`src/hdl/fra_pkg.sv`:
```
// Operation
// Wait-state code sets flash read wait states.
// Software picks code from voltage/frequency table.
// Software keeps wait states above minimum.
// Prefetch buffer holds next 128-bit phrase.
// Cache is 64 bytes, four 16-byte ways.
// Ways numbered 0-3; LRU replacement per set.
// Software selects algorithm, locks, invalidates ways.
// Software invalidates copies after flash reprogramming.
// Buffer hit moves to cache, fetches next.
// Cache off: speculation still advances.
// Speculation reads next phrase after each read.
// Prefetch invalidation here; enables in control word.
// Speculation disable bits reset cleared.
// Multibit data block resets set, blocks speculation.
// Startup software clears multibit data block.
// Cache enabled from reset via control word.
// Cache hit inserts no flash wait states.
// Software keeps cache on with speculation.
// Wait-state field resets to three.
// Miss fills LRU unlocked way; none if all locked.
package fra_pkg;

  localparam int ADDR_W   = 21;
  localparam int PHR_W    = 17;
  localparam int PHR_LSB  = 4;
  localparam int WORD_LSB = 2;
  localparam int WAYS     = 4;
  localparam int WAY_W    = 2;
  localparam int LINE_W   = 128;
  localparam int WORD_W   = 32;
  localparam int SEL_W    = 2;
  localparam int WAIT_W   = 4;
  localparam int NVM_W    = 5;
  localparam int REG_A_W  = 8;

  localparam logic [WAIT_W-1:0] WAIT_RST = 4'h3;
  localparam logic [WAIT_W-1:0] CNT_ONE  = 4'h1;
  localparam logic [PHR_W-1:0]  PHR_ONE  = 17'h00001;

  localparam logic [REG_A_W-1:0] OFF_FLASH_CTRL = 8'h00;
  localparam logic [REG_A_W-1:0] OFF_NV_WORD    = 8'h04;
  localparam logic [REG_A_W-1:0] OFF_ACCEL_CTRL = 8'h08;
  localparam logic [REG_A_W-1:0] OFF_STATUS     = 8'h0C;

  localparam int NVM_DSPEC_OFF = 0;
  localparam int NVM_ISPEC_OFF = 1;
  localparam int NVM_MBE_DATA  = 2;
  localparam int NVM_MBE_INST  = 3;
  localparam int NVM_CACHE_OFF = 4;
  localparam logic [NVM_W-1:0] NVM_RST = 5'h04;

  localparam int ACC_LOCK_LSB = 0;
  localparam int ACC_INV_LSB  = 4;
  localparam int ACC_PF_INV   = 8;
  localparam int ACC_ALG      = 9;

  localparam int STA_VLD_LSB = 0;
  localparam int STA_PF_VLD  = 4;
  localparam int STA_BUSY    = 5;

  localparam logic ALG_LRU = 1'b0;

  typedef enum logic [1:0] {FRA_IDLE, FRA_HIT, FRA_FLASH, FRA_PREF} fra_state_e;

  // Picks one 32-bit word out of a 128-bit phrase.
  function automatic logic [WORD_W-1:0] word_sel(input logic [LINE_W-1:0] line,
                                                 input logic [SEL_W-1:0]  sel);
    word_sel = line[sel*WORD_W +: WORD_W];
  endfunction : word_sel

endpackage : fra_pkg

```
`src/hdl/fra_line_mem.sv`:
```
`timescale 1ns/1ps
`default_nettype none
module fra_line_mem (
  input  wire logic                          mclk_i,
  input  wire logic                          rst_n_i,
  input  wire logic                          we_i,
  input  wire logic [fra_pkg::WAY_W-1:0]     widx_i,
  input  wire logic [fra_pkg::LINE_W-1:0]    wdata_i,
  input  wire logic [fra_pkg::WAY_W-1:0]     ridx_i,
  input  wire logic [fra_pkg::SEL_W-1:0]     rword_i,
  output logic      [fra_pkg::WORD_W-1:0]    rdata_o
);

  logic [fra_pkg::LINE_W-1:0] mem [fra_pkg::WAYS];
  logic [fra_pkg::WORD_W-1:0] rdata_ff;
  logic [fra_pkg::WORD_W-1:0] nxt_rdata;

  // The word leaves through a register so the caller sees a clean flop.
  always_comb
  begin
    nxt_rdata = fra_pkg::word_sel(mem[ridx_i], rword_i);
  end

  // Line storage carries no reset; valid bits elsewhere guard it.
  always_ff @(posedge mclk_i)
  begin
    if (we_i)
    begin
      mem[widx_i] <= wdata_i;
    end
  end

  always_ff @(posedge mclk_i or negedge rst_n_i)
  begin
    if (!rst_n_i)
    begin
      rdata_ff <= '0;
    end
    else
    begin
      rdata_ff <= nxt_rdata;
    end
  end

  assign rdata_o = rdata_ff;

endmodule : fra_line_mem
`default_nettype wire

```
`src/hdl/fra_repl.sv`:
```
`timescale 1ns/1ps
`default_nettype none
module fra_repl (
  input  wire logic                          mclk_i,
  input  wire logic                          rst_n_i,
  input  wire logic                          touch_i,
  input  wire logic [fra_pkg::WAY_W-1:0]     touch_way_i,
  input  wire logic                          fill_i,
  input  wire logic [fra_pkg::WAYS-1:0]      lock_i,
  input  wire logic [fra_pkg::WAYS-1:0]      valid_i,
  input  wire logic                          alg_i,
  output logic      [fra_pkg::WAY_W-1:0]     victim_o,
  output logic                               victim_ok_o
);

  logic [fra_pkg::WAY_W-1:0] age_ff     [fra_pkg::WAYS];
  logic [fra_pkg::WAY_W-1:0] nxt_age    [fra_pkg::WAYS];
  logic [fra_pkg::WAY_W-1:0] rr_ff;
  logic [fra_pkg::WAY_W-1:0] nxt_rr;
  logic [fra_pkg::WAY_W-1:0] best_age;
  logic [fra_pkg::WAY_W-1:0] cand;
  logic                      found_inv;

  // Invalid unlocked ways go first, then the oldest or the round-robin pick.
  always_comb
  begin
    victim_o    = '0;
    victim_ok_o = 1'b0;
    found_inv   = 1'b0;
    best_age    = '0;
    cand        = '0;
    for (int w = 0; w < fra_pkg::WAYS; w++)
    begin
      if (!lock_i[w] && !valid_i[w] && !found_inv)
      begin
        found_inv   = 1'b1;
        victim_o    = w[fra_pkg::WAY_W-1:0];
        victim_ok_o = 1'b1;
      end
    end
    for (int w = 0; w < fra_pkg::WAYS; w++)
    begin
      cand = rr_ff + w[fra_pkg::WAY_W-1:0];
      if (!found_inv && alg_i == fra_pkg::ALG_LRU && !lock_i[w]
          && (!victim_ok_o || age_ff[w] > best_age))
      begin
        victim_o    = w[fra_pkg::WAY_W-1:0];
        best_age    = age_ff[w];
        victim_ok_o = 1'b1;
      end
      else if (!found_inv && alg_i != fra_pkg::ALG_LRU && !lock_i[cand] && !victim_ok_o)
      begin
        victim_o    = cand;
        victim_ok_o = 1'b1;
      end
    end
  end

  // A touched way becomes youngest; younger ones age by one.
  always_comb
  begin
    nxt_rr = rr_ff;
    for (int w = 0; w < fra_pkg::WAYS; w++)
    begin
      nxt_age[w] = age_ff[w];
      if (touch_i && w[fra_pkg::WAY_W-1:0] == touch_way_i)
      begin
        nxt_age[w] = '0;
      end
      else if (touch_i && age_ff[w] < age_ff[touch_way_i])
      begin
        nxt_age[w] = age_ff[w] + 2'h1;
      end
    end
    if (fill_i)
    begin
      nxt_rr = touch_way_i + 2'h1;
    end
  end

  always_ff @(posedge mclk_i or negedge rst_n_i)
  begin
    if (!rst_n_i)
    begin
      age_ff <= '{2'h0, 2'h1, 2'h2, 2'h3};
      rr_ff  <= '0;
    end
    else
    begin
      age_ff <= nxt_age;
      rr_ff  <= nxt_rr;
    end
  end

endmodule : fra_repl
`default_nettype wire

```
`src/hdl/fra_flash_read_accel.sv`:
```
`timescale 1ns/1ps
`default_nettype none
module fra_flash_read_accel (
  input  wire logic                           mclk_i,
  input  wire logic                           rst_n_i,
  input  wire logic [fra_pkg::REG_A_W-1:0]    reg_addr_i,
  input  wire logic [fra_pkg::WORD_W-1:0]     reg_wdata_i,
  input  wire logic                           reg_wr_i,
  input  wire logic                           reg_rd_i,
  output logic      [fra_pkg::WORD_W-1:0]     reg_rdata_o,
  input  wire logic                           req_i,
  input  wire logic                           req_instr_i,
  input  wire logic [fra_pkg::ADDR_W-1:0]     req_addr_i,
  output logic                                ready_o,
  output logic                                ack_o,
  output logic      [fra_pkg::WORD_W-1:0]     rdata_o,
  output logic                                fl_rd_o,
  output logic      [fra_pkg::PHR_W-1:0]      fl_addr_o,
  input  wire logic [fra_pkg::LINE_W-1:0]     fl_rdata_i
);

  // Software-visible state.
  logic [fra_pkg::WAIT_W-1:0] wait_ff;
  logic [fra_pkg::WAIT_W-1:0] nxt_wait;
  logic [fra_pkg::NVM_W-1:0]  nvm_ff;
  logic [fra_pkg::NVM_W-1:0]  nxt_nvm;
  logic [fra_pkg::WAYS-1:0]   lock_ff;
  logic [fra_pkg::WAYS-1:0]   nxt_lock;
  logic                       alg_ff;
  logic                       nxt_alg;
  logic [fra_pkg::WORD_W-1:0] reg_rdata_ff;
  logic [fra_pkg::WORD_W-1:0] nxt_reg_rdata;
  logic [fra_pkg::WAYS-1:0]   inv_ways;
  logic                       pf_inv;
  logic                       cache_en;

  // Engine state.
  fra_pkg::fra_state_e        state_ff;
  fra_pkg::fra_state_e        nxt_state;
  logic [fra_pkg::WAIT_W-1:0] cnt_ff;
  logic [fra_pkg::WAIT_W-1:0] nxt_cnt;
  logic [fra_pkg::PHR_W-1:0]  tag_ff  [fra_pkg::WAYS];
  logic [fra_pkg::PHR_W-1:0]  nxt_tag [fra_pkg::WAYS];
  logic [fra_pkg::WAYS-1:0]   vld_ff;
  logic [fra_pkg::WAYS-1:0]   nxt_vld;
  logic [fra_pkg::PHR_W-1:0]  pf_tag_ff;
  logic [fra_pkg::PHR_W-1:0]  nxt_pf_tag;
  logic [fra_pkg::LINE_W-1:0] pf_data_ff;
  logic [fra_pkg::LINE_W-1:0] nxt_pf_data;
  logic                       pf_vld_ff;
  logic                       nxt_pf_vld;
  logic                       pf_drop_ff;
  logic                       nxt_pf_drop;
  logic [fra_pkg::PHR_W-1:0]  phr_ff;
  logic [fra_pkg::PHR_W-1:0]  nxt_phr;
  logic [fra_pkg::SEL_W-1:0]  word_ff;
  logic [fra_pkg::SEL_W-1:0]  nxt_word;
  logic                       spec_ff;
  logic                       nxt_spec;
  logic                       ready_ff;
  logic                       nxt_ready;
  logic                       ack_ff;
  logic                       nxt_ack;
  logic [fra_pkg::WORD_W-1:0] rdata_ff;
  logic [fra_pkg::WORD_W-1:0] nxt_rdata;
  logic                       fl_rd_ff;
  logic                       nxt_fl_rd;
  logic [fra_pkg::PHR_W-1:0]  fl_addr_ff;
  logic [fra_pkg::PHR_W-1:0]  nxt_fl_addr;

  // Lookup and side signals.
  logic [fra_pkg::PHR_W-1:0]  req_phr;
  logic [fra_pkg::SEL_W-1:0]  req_word;
  logic [fra_pkg::WAYS-1:0]   hit_vec;
  logic [fra_pkg::WAY_W-1:0]  hit_idx;
  logic                       pf_hit;
  logic                       req_spec;
  logic                       mem_we;
  logic [fra_pkg::WAY_W-1:0]  mem_widx;
  logic [fra_pkg::LINE_W-1:0] mem_wdata;
  logic [fra_pkg::WAY_W-1:0]  mem_ridx;
  logic [fra_pkg::WORD_W-1:0] mem_rdata;
  logic                       touch;
  logic [fra_pkg::WAY_W-1:0]  touch_way;
  logic                       fill;
  logic [fra_pkg::WAY_W-1:0]  victim;
  logic                       victim_ok;

  // The multibit data block overrides both clear disable bits.
  function automatic logic spec_allowed(input logic [fra_pkg::NVM_W-1:0] nvm,
                                        input logic                      instr);
    logic path_off;
    path_off = instr ? nvm[fra_pkg::NVM_ISPEC_OFF] | nvm[fra_pkg::NVM_MBE_INST]
                     : nvm[fra_pkg::NVM_DSPEC_OFF];
    spec_allowed = !path_off && !nvm[fra_pkg::NVM_MBE_DATA];
  endfunction : spec_allowed

  assign req_phr  = req_addr_i[fra_pkg::ADDR_W-1:fra_pkg::PHR_LSB];
  assign req_word = req_addr_i[fra_pkg::PHR_LSB-1:fra_pkg::WORD_LSB];
  assign cache_en = !nvm_ff[fra_pkg::NVM_CACHE_OFF];
  assign req_spec = spec_allowed(nvm_ff, req_instr_i);
  assign pf_hit   = pf_vld_ff && (pf_tag_ff == req_phr);
  assign inv_ways = (reg_wr_i && reg_addr_i == fra_pkg::OFF_ACCEL_CTRL)
                    ? reg_wdata_i[fra_pkg::ACC_INV_LSB +: fra_pkg::WAYS] : '0;
  assign pf_inv   = reg_wr_i && reg_addr_i == fra_pkg::OFF_ACCEL_CTRL
                    && reg_wdata_i[fra_pkg::ACC_PF_INV];

  // Tag compare per way; a disabled cache never hits.
  genvar gw;
  generate
    for (gw = 0; gw < fra_pkg::WAYS; gw++)
    begin : g_hit
      assign hit_vec[gw] = cache_en && vld_ff[gw] && (tag_ff[gw] == req_phr);
    end
  endgenerate

  always_comb
  begin
    hit_idx = '0;
    for (int w = 0; w < fra_pkg::WAYS; w++)
    begin
      if (hit_vec[w])
      begin
        hit_idx = w[fra_pkg::WAY_W-1:0];
      end
    end
  end

  // Register writes and the registered read answer.
  always_comb
  begin
    nxt_wait      = wait_ff;
    nxt_nvm       = nvm_ff;
    nxt_lock      = lock_ff;
    nxt_alg       = alg_ff;
    nxt_reg_rdata = '0;
    if (reg_wr_i)
    begin
      case (reg_addr_i)
        fra_pkg::OFF_FLASH_CTRL: nxt_wait = reg_wdata_i[fra_pkg::WAIT_W-1:0];
        fra_pkg::OFF_NV_WORD:    nxt_nvm  = reg_wdata_i[fra_pkg::NVM_W-1:0];
        fra_pkg::OFF_ACCEL_CTRL:
        begin
          nxt_lock = reg_wdata_i[fra_pkg::ACC_LOCK_LSB +: fra_pkg::WAYS];
          nxt_alg  = reg_wdata_i[fra_pkg::ACC_ALG];
        end
        default: nxt_wait = wait_ff;
      endcase
    end
    if (reg_rd_i)
    begin
      case (reg_addr_i)
        fra_pkg::OFF_FLASH_CTRL: nxt_reg_rdata[fra_pkg::WAIT_W-1:0] = wait_ff;
        fra_pkg::OFF_NV_WORD:    nxt_reg_rdata[fra_pkg::NVM_W-1:0]  = nvm_ff;
        fra_pkg::OFF_ACCEL_CTRL:
        begin
          nxt_reg_rdata[fra_pkg::ACC_LOCK_LSB +: fra_pkg::WAYS] = lock_ff;
          nxt_reg_rdata[fra_pkg::ACC_ALG] = alg_ff;
        end
        fra_pkg::OFF_STATUS:
        begin
          nxt_reg_rdata[fra_pkg::STA_VLD_LSB +: fra_pkg::WAYS] = vld_ff;
          nxt_reg_rdata[fra_pkg::STA_PF_VLD] = pf_vld_ff;
          nxt_reg_rdata[fra_pkg::STA_BUSY]   = (state_ff != fra_pkg::FRA_IDLE);
        end
        default: nxt_reg_rdata = '0;
      endcase
    end
  end

  always_ff @(posedge mclk_i or negedge rst_n_i)
  begin
    if (!rst_n_i)
    begin
      wait_ff      <= fra_pkg::WAIT_RST;
      nvm_ff       <= fra_pkg::NVM_RST;
      lock_ff      <= '0;
      alg_ff       <= fra_pkg::ALG_LRU;
      reg_rdata_ff <= '0;
    end
    else
    begin
      wait_ff      <= nxt_wait;
      nvm_ff       <= nxt_nvm;
      lock_ff      <= nxt_lock;
      alg_ff       <= nxt_alg;
      reg_rdata_ff <= nxt_reg_rdata;
    end
  end

  // Access engine: cache lookup, buffer hit, demand read, speculative read.
  always_comb
  begin
    nxt_state   = state_ff;
    nxt_cnt     = cnt_ff;
    nxt_tag     = tag_ff;
    nxt_phr     = phr_ff;
    nxt_word    = word_ff;
    nxt_spec    = spec_ff;
    nxt_pf_tag  = pf_tag_ff;
    nxt_pf_data = pf_data_ff;
    nxt_pf_vld  = pf_vld_ff && !pf_inv;
    nxt_pf_drop = pf_drop_ff || pf_inv;
    nxt_ready   = ready_ff;
    nxt_ack     = 1'b0;
    nxt_rdata   = rdata_ff;
    nxt_fl_rd   = fl_rd_ff;
    nxt_fl_addr = fl_addr_ff;
    nxt_vld     = vld_ff & ~inv_ways;
    mem_we      = 1'b0;
    mem_widx    = victim;
    mem_wdata   = fl_rdata_i;
    mem_ridx    = hit_idx;
    touch       = 1'b0;
    touch_way   = hit_idx;
    fill        = 1'b0;
    case (state_ff)
      fra_pkg::FRA_IDLE:
      begin
        if (req_i && ready_ff)
        begin
          nxt_ready = 1'b0;
          nxt_phr   = req_phr;
          nxt_word  = req_word;
          nxt_spec  = req_spec;
          if (|hit_vec)
          begin
            // The line was fetched earlier, so no flash wait is paid.
            touch     = 1'b1;
            nxt_state = fra_pkg::FRA_HIT;
          end
          else if (pf_hit)
          begin
            nxt_ack    = 1'b1;
            nxt_rdata  = fra_pkg::word_sel(pf_data_ff, req_word);
            nxt_pf_vld = 1'b0;
            if (cache_en && victim_ok)
            begin
              mem_we            = 1'b1;
              mem_wdata         = pf_data_ff;
              nxt_tag[victim]   = req_phr;
              nxt_vld[victim]   = 1'b1;
              touch             = 1'b1;
              touch_way         = victim;
              fill              = 1'b1;
            end
            if (req_spec)
            begin
              nxt_fl_rd   = 1'b1;
              nxt_fl_addr = req_phr + fra_pkg::PHR_ONE;
              nxt_cnt     = '0;
              nxt_pf_drop = 1'b0;
              nxt_state   = fra_pkg::FRA_PREF;
            end
            else
            begin
              nxt_ready = 1'b1;
            end
          end
          else
          begin
            nxt_fl_rd   = 1'b1;
            nxt_fl_addr = req_phr;
            nxt_cnt     = '0;
            nxt_state   = fra_pkg::FRA_FLASH;
          end
        end
      end
      fra_pkg::FRA_HIT:
      begin
        nxt_ack   = 1'b1;
        nxt_rdata = mem_rdata;
        nxt_ready = 1'b1;
        nxt_state = fra_pkg::FRA_IDLE;
      end
      fra_pkg::FRA_FLASH:
      begin
        nxt_cnt = cnt_ff + fra_pkg::CNT_ONE;
        if (cnt_ff >= wait_ff)
        begin
          nxt_ack   = 1'b1;
          nxt_rdata = fra_pkg::word_sel(fl_rdata_i, word_ff);
          if (cache_en && victim_ok)
          begin
            mem_we          = 1'b1;
            nxt_tag[victim] = phr_ff;
            nxt_vld[victim] = 1'b1;
            touch           = 1'b1;
            touch_way       = victim;
            fill            = 1'b1;
          end
          if (spec_ff)
          begin
            nxt_fl_addr = phr_ff + fra_pkg::PHR_ONE;
            nxt_cnt     = '0;
            nxt_pf_drop = 1'b0;
            nxt_state   = fra_pkg::FRA_PREF;
          end
          else
          begin
            nxt_fl_rd = 1'b0;
            nxt_ready = 1'b1;
            nxt_state = fra_pkg::FRA_IDLE;
          end
        end
      end
      fra_pkg::FRA_PREF:
      begin
        nxt_cnt = cnt_ff + fra_pkg::CNT_ONE;
        if (cnt_ff >= wait_ff)
        begin
          // An invalidate during the fetch discards the landing phrase.
          nxt_pf_data = fl_rdata_i;
          nxt_pf_tag  = fl_addr_ff;
          nxt_pf_vld  = !pf_drop_ff && !pf_inv;
          nxt_fl_rd   = 1'b0;
          nxt_ready   = 1'b1;
          nxt_state   = fra_pkg::FRA_IDLE;
        end
      end
      default: nxt_state = fra_pkg::FRA_IDLE;
    endcase
  end

  always_ff @(posedge mclk_i or negedge rst_n_i)
  begin
    if (!rst_n_i)
    begin
      state_ff   <= fra_pkg::FRA_IDLE;
      cnt_ff     <= '0;
      tag_ff     <= '{default: '0};
      vld_ff     <= '0;
      pf_tag_ff  <= '0;
      pf_data_ff <= '0;
      pf_vld_ff  <= 1'b0;
      pf_drop_ff <= 1'b0;
      phr_ff     <= '0;
      word_ff    <= '0;
      spec_ff    <= 1'b0;
      ready_ff   <= 1'b1;
      ack_ff     <= 1'b0;
      rdata_ff   <= '0;
      fl_rd_ff   <= 1'b0;
      fl_addr_ff <= '0;
    end
    else
    begin
      state_ff   <= nxt_state;
      cnt_ff     <= nxt_cnt;
      tag_ff     <= nxt_tag;
      vld_ff     <= nxt_vld;
      pf_tag_ff  <= nxt_pf_tag;
      pf_data_ff <= nxt_pf_data;
      pf_vld_ff  <= nxt_pf_vld;
      pf_drop_ff <= nxt_pf_drop;
      phr_ff     <= nxt_phr;
      word_ff    <= nxt_word;
      spec_ff    <= nxt_spec;
      ready_ff   <= nxt_ready;
      ack_ff     <= nxt_ack;
      rdata_ff   <= nxt_rdata;
      fl_rd_ff   <= nxt_fl_rd;
      fl_addr_ff <= nxt_fl_addr;
    end
  end

  // Line data for the four ways.
  fra_line_mem u_mem (
    .mclk_i  (mclk_i),
    .rst_n_i (rst_n_i),
    .we_i    (mem_we),
    .widx_i  (mem_widx),
    .wdata_i (mem_wdata),
    .ridx_i  (mem_ridx),
    .rword_i (req_word),
    .rdata_o (mem_rdata)
  );

  // Victim choice and recency tracking.
  fra_repl u_repl (
    .mclk_i      (mclk_i),
    .rst_n_i     (rst_n_i),
    .touch_i     (touch),
    .touch_way_i (touch_way),
    .fill_i      (fill),
    .lock_i      (lock_ff),
    .valid_i     (vld_ff),
    .alg_i       (alg_ff),
    .victim_o    (victim),
    .victim_ok_o (victim_ok)
  );

  assign reg_rdata_o = reg_rdata_ff;
  assign ready_o     = ready_ff;
  assign ack_o       = ack_ff;
  assign rdata_o     = rdata_ff;
  assign fl_rd_o     = fl_rd_ff;
  assign fl_addr_o   = fl_addr_ff;

endmodule : fra_flash_read_accel
`default_nettype wire

```
`config.mk`:
```
export PLATFORM = sky130hd
export DESIGN_NAME = fra_flash_read_accel
export DESIGN_NICKNAME = d
export VERILOG_FILES = /design/src/hdl/fra_pkg.sv /design/src/hdl/fra_line_mem.sv /design/src/hdl/fra_repl.sv /design/src/hdl/fra_flash_read_accel.sv
export SDC_FILE = /design/constraint.sdc
export NUM_CORES = 1
export LEC_CHECK = 0
export BUFFER_PORTS_ARGS = -buffer_cell sky130_fd_sc_hd__clkbuf_2
export CAP_MARGIN = 10
export CORE_MARGIN = 2
export CORE_UTILIZATION = 40
export CTS_CLUSTER_SIZE = 20
export DETAILED_ROUTE_END_ITERATION = 10
export PLACE_DENSITY_LB_ADDON = 0.3
export SETUP_SLACK_MARGIN = 0.4
export SLEW_MARGIN = 20
export SYNTH_ARGS = -nofsm -noshare
export SYNTH_HDL_FRONTEND = slang
export SYNTH_HIERARCHICAL = 1
export SYNTH_SLANG_ARGS = --single-unit
```
`constraint.sdc`:
```
create_clock -name mclk_i -period 13.01 [get_ports mclk_i]
set_input_delay 1.301 -clock mclk_i [delete_from_list [all_inputs] [get_ports mclk_i]]
set_output_delay 1.301 -clock mclk_i [all_outputs]
set_load 0.02 [all_outputs]
```
* After elaboration in Yosys (flattened, before gate mapping) *
Memories as Yosys holds them, arrays and structs flattened.
Index checks and enable logic that the tools add are counted.

storage, ports and cells
  bits in registers = 385
  memory bits (writable) = 512
  bits of input ports = 195
  logic and storage cells = 355
  memories kept = 1

memories
  memory     depth  bits a word  rd ports  clocked after Yosys merged registers in  write ports  line                RTL
  u_mem.mem  4      128          1         0                                        1            fra_line_mem.sv:14  logic [fra_pkg::LINE_W-1:0] mem [fra_pkg::WAYS];

cells by class
  add/subtract/negate cells = 11
  magnitude comparators = 18
  equal/unequal tests = 25
  shifts and indexed selects = 3
  muxes and demuxes = 156
  bitwise operators = 7
  reduce and logical (&&, ||, !) cells = 104

operators by type and width
  kind                                                                    count
  128-bit 2-to-1 mux                                                      5
  68-bit 2-to-1 mux                                                       6
  128-bit by 8-bit indexed part select with 32-bit output                 3
  68-bit bitwise mux                                                      2
  68-bit one-hot mux with 2 select lines                                  1
  32-bit 2-to-1 mux                                                       4
  17-bit 2-to-1 mux                                                       7
  32-bit one-hot mux with 3 select lines                                  1
  17-bit equality test                                                    5
  2-bit 2-to-1 mux                                                        37
  1-bit 2-to-1 mux                                                        59
  1-bit logical AND                                                       51
  4-bit 2-to-1 mux                                                        12
  17-bit by 1-bit adder with 17-bit output (second input constant)        2
  17-bit demux with 2-bit select                                          1
  17-bit one-hot mux with 2 select lines                                  1
  1-bit logical NOT                                                       24
  2-bit inequality test (second input constant)                           9
  8-bit by 4-bit equality test with 1-bit output (second input constant)  2
  4-bit one-hot mux with 4 select lines                                   1
  2-bit by 3-bit < comparator with 1-bit output (second input constant)   5
  7-bit AND reduction                                                     2
  2-bit by 1-bit adder with 2-bit output (second input constant)          6
  4-bit one-hot mux with 3 select lines                                   1
  other kinds (42)                                                        77

* Longest topological paths before layout *
  depth in word-level cells = 44
  mapped depth = 32
  gate-level depth less buffers = 31

* Cells and area by module *
The synthesis kept the hierarchy.

by module, submodules not included
  module                instances  cells each  area an instance (um2)  sequential area each (um2)
  fra_line_mem          1          820         19916.6                 16175.5
  fra_flash_read_accel  1          1517        18674.2                 7962.6
  fra_repl              1          169         1421.4                  255.2

* Least setup slack after synthesis *
OpenSTA, ideal clock, no wires.

  path type = reg2reg
  from = reg lock_ff[2] in the netlist's numbering
  to = mem u_mem/mem[0][0] in the netlist's numbering, enable pin
  data arrival time = 13.404 ns
  slack = -1.192 ns
  cell stages (with the launch flop) = 24
  path buffers = 1
  clock period less this slack = 14.202 ns
  cells stage by stage = dfrtp_1 buf_4 o22ai_2 nor2_2 nand2_1 nor3_1 ha_1 nor2b_1 o21ai_0 o22ai_2 mux2i_1 or2_1 ha_1 nor2b_1 o21ai_0 a211o_1 nor3b_2 a21oi_1 ha_1 a21oi_1 a2111oi_0 a21o_1 a211o_1 nor3b_1

between the ends
  elaborated cells between the ends (all ways) = 78

RTL lines
  what                                                       line                         RTL
  start, declared                                            fra_flash_read_accel.sv:27   logic [fra_pkg::WAYS-1:0] lock_ff;
  start signal, assigned                                     fra_flash_read_accel.sv:185  lock_ff <= nxt_lock;
  branches (longest 24 deep; another with 2-bit 2-to-1 mux)  --
  2-bit 2-to-1 mux *                                         fra_repl.sv:44               if (!found_inv && alg_i == fra_pkg::ALG_LRU && !lock_i[w]
  net mem_widx, one bit                                      fra_flash_read_accel.sv:79   logic [fra_pkg::WAY_W-1:0] mem_widx;
  end, declared                                              fra_line_mem.sv:14

Mark *: on every way through the listed nets, which the timed path passes. The select of a mux whose other input is x is not followed.

* Worst setup path in the final report *
  from = reg lock_ff[3] in the netlist's numbering
  to = reg u_repl/age_ff[5] in the netlist's numbering

between the ends
  elaborated cells between the ends (all ways) = 88

RTL lines
  what                                                                    line                                                      RTL
  branches (longest 21 deep; another with 2-bit greater-than comparator)  --
  2-bit 2-to-1 mux *                                                      fra_repl.sv:44
  net mem_widx, one bit                                                   fra_flash_read_accel.sv:79
  2-bit 2-to-1 mux *                                                      fra_flash_read_accel.sv:237, fra_flash_read_accel.sv:283
  2-bit 2-to-1 mux                                                        fra_flash_read_accel.sv:232                               else if (pf_hit)
  2-bit 2-to-1 mux                                                        fra_flash_read_accel.sv:226                               if (|hit_vec)
  2-bit 2-to-1 mux                                                        fra_flash_read_accel.sv:220                               if (req_i && ready_ff)
  2-bit one-hot mux with 2 select lines *                                 fra_flash_read_accel.sv:217                               case (state_ff)
  net touch_way, one bit                                                  fra_flash_read_accel.sv:84                                logic [fra_pkg::WAY_W-1:0] touch_way;
  2-bit NOT with 3-bit output (implied by the code)                       fra_repl.sv:70                                            else if (touch_i && age_ff[w] < age_ff[touch_way_i])
  2-bit binary-select mux with 2-bit select                               fra_repl.sv:70
  2-bit 2-to-1 mux (implied by the code) (2 in series)                    fra_repl.sv:70
  2-bit < comparator                                                      fra_repl.sv:70
  1-bit logical AND                                                       fra_repl.sv:70
  2-bit nonzero test (no line)                                            --
  end signal, assigned                                                    fra_repl.sv:85                                            age_ff <= '{2'h0, 2'h1, 2'h2, 2'h3};
  end signal, assigned                                                    fra_repl.sv:90                                            age_ff <= nxt_age;
  end, declared                                                           fra_repl.sv:16                                            logic [fra_pkg::WAY_W-1:0] age_ff [fra_pkg::WAYS];

Marked as above.
A chain may end at the register's enable or synchronous reset.

==> impl_metrics.env <==
export IMPL_tns_ns=0
export IMPL_r2r_end="u_repl/age_ff[5]"
export IMPL_ys_seq_area_share_pct=61.0
export IMPL_ys_top_cells_by_count="edfxtp_1, mux2_2, dfrtp_1, mux4_2, nand2_1"
export IMPL_synth_top_family_by_area="multiplexers"
export IMPL_io_pins=279
export IMPL_hold_depth=1
export IMPL_synth_area_per_cell_sq_um=16.0
export IMPL_min_period_ns=7.31
export IMPL_grt_pass1_vias=24449
export IMPL_required_ns=13.55
export IMPL_startpoint="lock_ff[3]"
export IMPL_synthTopCellsByArea="edfxtp_1, dfrtp_1, mux4_2, mux2_2, a22oi_1"
export IMPL_endpoint_kind="flop"
export IMPL_fill_cells=8658
export IMPL_postCtsHoldBufs=0
export IMPL_fin_crit_sh_pct=56.2
export IMPL_synth_edf_count=512
export IMPL_grt_start_max_net_pins=107
export IMPL_status="finished clean"
export IMPL_synth_top_cell_by_area="edfxtp_1"
export IMPL_maxCapViolCount=0
export IMPL_rsz0062_at_grt="false"
export IMPL_slew_headroom_pct=29.4
export IMPL_num_vias=22918
export IMPL_synth_simple_gate_area_share_pct=4.89
export IMPL_hold_path_class="flop to flop"
export IMPL_io_buffers=229
export IMPL_synthDistinctLibCells=86
export IMPL_crit_type="flop to flop"
export IMPL_seq_area_sq_mm=0.0244
export IMPL_synth_area_sq_mm=0.0400
export IMPL_synth_xor_area_share_pct=2.53
export IMPL_path_common_cell="ha_1"
export IMPL_fin_skew_ns=0.0374
export IMPL_reg2reg_depth=28
export IMPL_clkLatencyLatePin_ns=0.68
export IMPL_synth_ff_type="edfxtp_1"
export IMPL_r2r_slack_ns=5.70
export IMPL_ctsLongestPathBuffers=3
export IMPL_worstPathMaxFanout=17
export IMPL_core_area_sq_mm=0.0996
export IMPL_timing_fmax_mhz=137
export IMPL_ys_warn_count=6
export IMPL_cts_root_buf="clkbuf_16"
export IMPL_viasPerCell=5.59
export IMPL_synth_top_cell_area_share_pct=38.4
export IMPL_cts_resized=0
export IMPL_die_area_sq_mm=0.103
export IMPL_die_height_um=320
export IMPL_gp_congestion=0.858
export IMPL_place_hpwl_um=61600
export IMPL_powerDensity_mw_per_mm2=131
export IMPL_cts_sinks=872
export IMPL_grt_pass1_wl_um=151000
export IMPL_hold_viol=0
export IMPL_cts_clk_slew_worst_paths_ns=0.06
export IMPL_die_w_um=320
export IMPL_synth_fa_ha_area_share_pct=0.876
export IMPL_crit_slowest_cell="dfrtp_1"
export IMPL_r2r_start="lock_ff[3]"
export IMPL_totalWireLength_um=99500
export IMPL_synth_mux_area_share_pct=23.5
export IMPL_numCtsBuffers=96
export IMPL_setup_viol=0
export IMPL_areaGrowthSynthToFinish_pct=13.6
export IMPL_antenna_found_initial=18
export IMPL_nNetsFinal=2935
export IMPL_drc=0
export IMPL_finalMaxSlewViolations=0
export IMPL_htreeDepth=3
export IMPL_start_util_pct=40.2
export IMPL_dr_pass1_iters=5
export IMPL_cp_endpoint="u_repl/age_ff[5]"
export IMPL_routedWlPerCell_um=24.3
export IMPL_multi_input_area_sq_mm=0.0147
export IMPL_cp_start_kind="flop"
export IMPL_fp_row_count=116
export IMPL_cts_tree="yes"
export IMPL_ant_nets=0
export IMPL_critical_path_arrival_ns=7.85
export IMPL_drt_iter0_drc=1618
export IMPL_synth_most_common_cell="edfxtp_1"
export IMPL_post_route_util_pct=45.6
export IMPL_grt_overflow=0
export IMPL_worstMarginPinSlew_ns=1.06
export IMPL_grt_usage_pct=19.5
export IMPL_slowest_delay_ns=0.70
export IMPL_synth_seq_cells=872
export IMPL_drive_gt1_share_pct=37.7
export IMPL_async_flop_share_pct=41.3
export IMPL_p_leak_nw=17.1
export IMPL_cts_setup_buffers=0
export IMPL_synth_compound_area_share_pct=4.32
export IMPL_ir_worst_vdd_v=0.000109
export IMPL_synth_cells=2506
-- state kept, by name, indices dropped and copies added, names as in the netlist, 2 cells and up --
name and flops:
u_repl/age_ff 8, u_repl/rr_ff 2, phr_ff 17, reg_rdata_o 7, rdata_o 32, word_ff 2
tag_ff 68, u_mem/rdata_o 32, u_mem/mem 512, wait_ff 4, nvm_ff 5, pf_data_ff 128
cnt_ff 4, vld_ff 4, fl_addr_o 17, pf_tag_ff 17, lock_ff 4, state_ff 2
-- layout make-up --
cell class	instances	area share, %
Antenna cell	7	0.0385
Multi-Input combinational cell	1448	32.3
Tap cell	1298	3.57
Timing Repair Buffer	266	3.18
Clock buffer	145	6.09
Sequential cell	872	53.7
Clock inverter	36	0.909
Inverter	28	0.231
-- layer usage --
| metal | track usage [%] | wire length (um) |
|---|---|---|
| met3 | 4.12 | 5700 |
| met4 | 5.50 | 2690 |
| met5 | 0 | 131 |
| met2 | 32.2 | 47900 |
| met1 | 26.1 | 43100 |
-- through the flow --
stage / hold WS, ns / cells / area (sq um) / total power [W] / setup WS, ns
after floorplan: 0.451 / 2530 / 40100 / 0.00319 / 2.81
after global placement: 0.474 / 3912 / 42200 / 0.00330 / 5.61
after detailed placement: 0.484 / 3912 / 42200 / 0.00331 / 5.59
after CTS: 0.497 / 4093 / 45400 / 0.00603 / 5.60
after global routing: 0.520 / 4094 / 45400 / 0.00616 / 5.19
final: 0.490 / 4100 / 45400 / 0.00595 / 5.70
-- report_power, final --
part / switching [W] / internal [W] / total [W]
logic: 0.000159 / 0.000106 / 0.000265
registers: 0.0000229 / 0.00296 / 0.00299
clock network: 0.00112 / 0.00158 / 0.00270
-- critical path: cells and delay by family, from the launching register on --
kind | cells | cell delay, ns
AO/OA/AOI/OAI | 11 | 2.27
flip-flops | 1 | 0.70
adder cells (fa/ha/maj) | 4 | 1.02
AND/OR/NAND/NOR | 8 | 1.78
multiplexers | 3 | 1.04
buffers and inverters | 2 | 0.38
-- how the worst min path moves through the flow --
stage / start / endpoint / slack [ns]
after global routing: rdata_o[10] / rdata_o[10] / 0.52
after global placement: rdata_o[7] / rdata_o[7] / 0.47
after floorplan: cnt_ff[3] / cnt_ff[3] / 0.45
after detailed placement: rdata_o[7] / rdata_o[7] / 0.48
after CTS: rdata_o[7] / rdata_o[7] / 0.50
final: rdata_o[7] / rdata_o[7] / 0.49
-- cell usage in the layout, fill, tap and decap left out, types with 15 or more instances in the layout --
cell and n:
edfxtp_1 512, mux2_2 396, dfrtp_1 350, clkbuf_2 227, mux4_2 199, nand2_1 163
a22oi_1 98, clkbuf_16 98, xnor2_1 83, nor2_1 66, a21oi_1 51, nand4_1 41
buf_4 36, clkbuf_1 33, o21ai_0 29, inv_1 28, xor2_1 27, ha_1 25
conb_1 25, nor3_1 20, nand3_1 17, mux2i_1 15
-- cells by family (layout without fill, tap and decap cells) --
family,Yosys count,in the layout
fa+ha+maj,28,28
xor+xnor,113,113
other cells,1,32
simple gates,398,398
flops,872,872
buf+inv,210,475
mux,635,635
compound gates,249,249
Note: power is estimated with default switching activity, not from simulation.
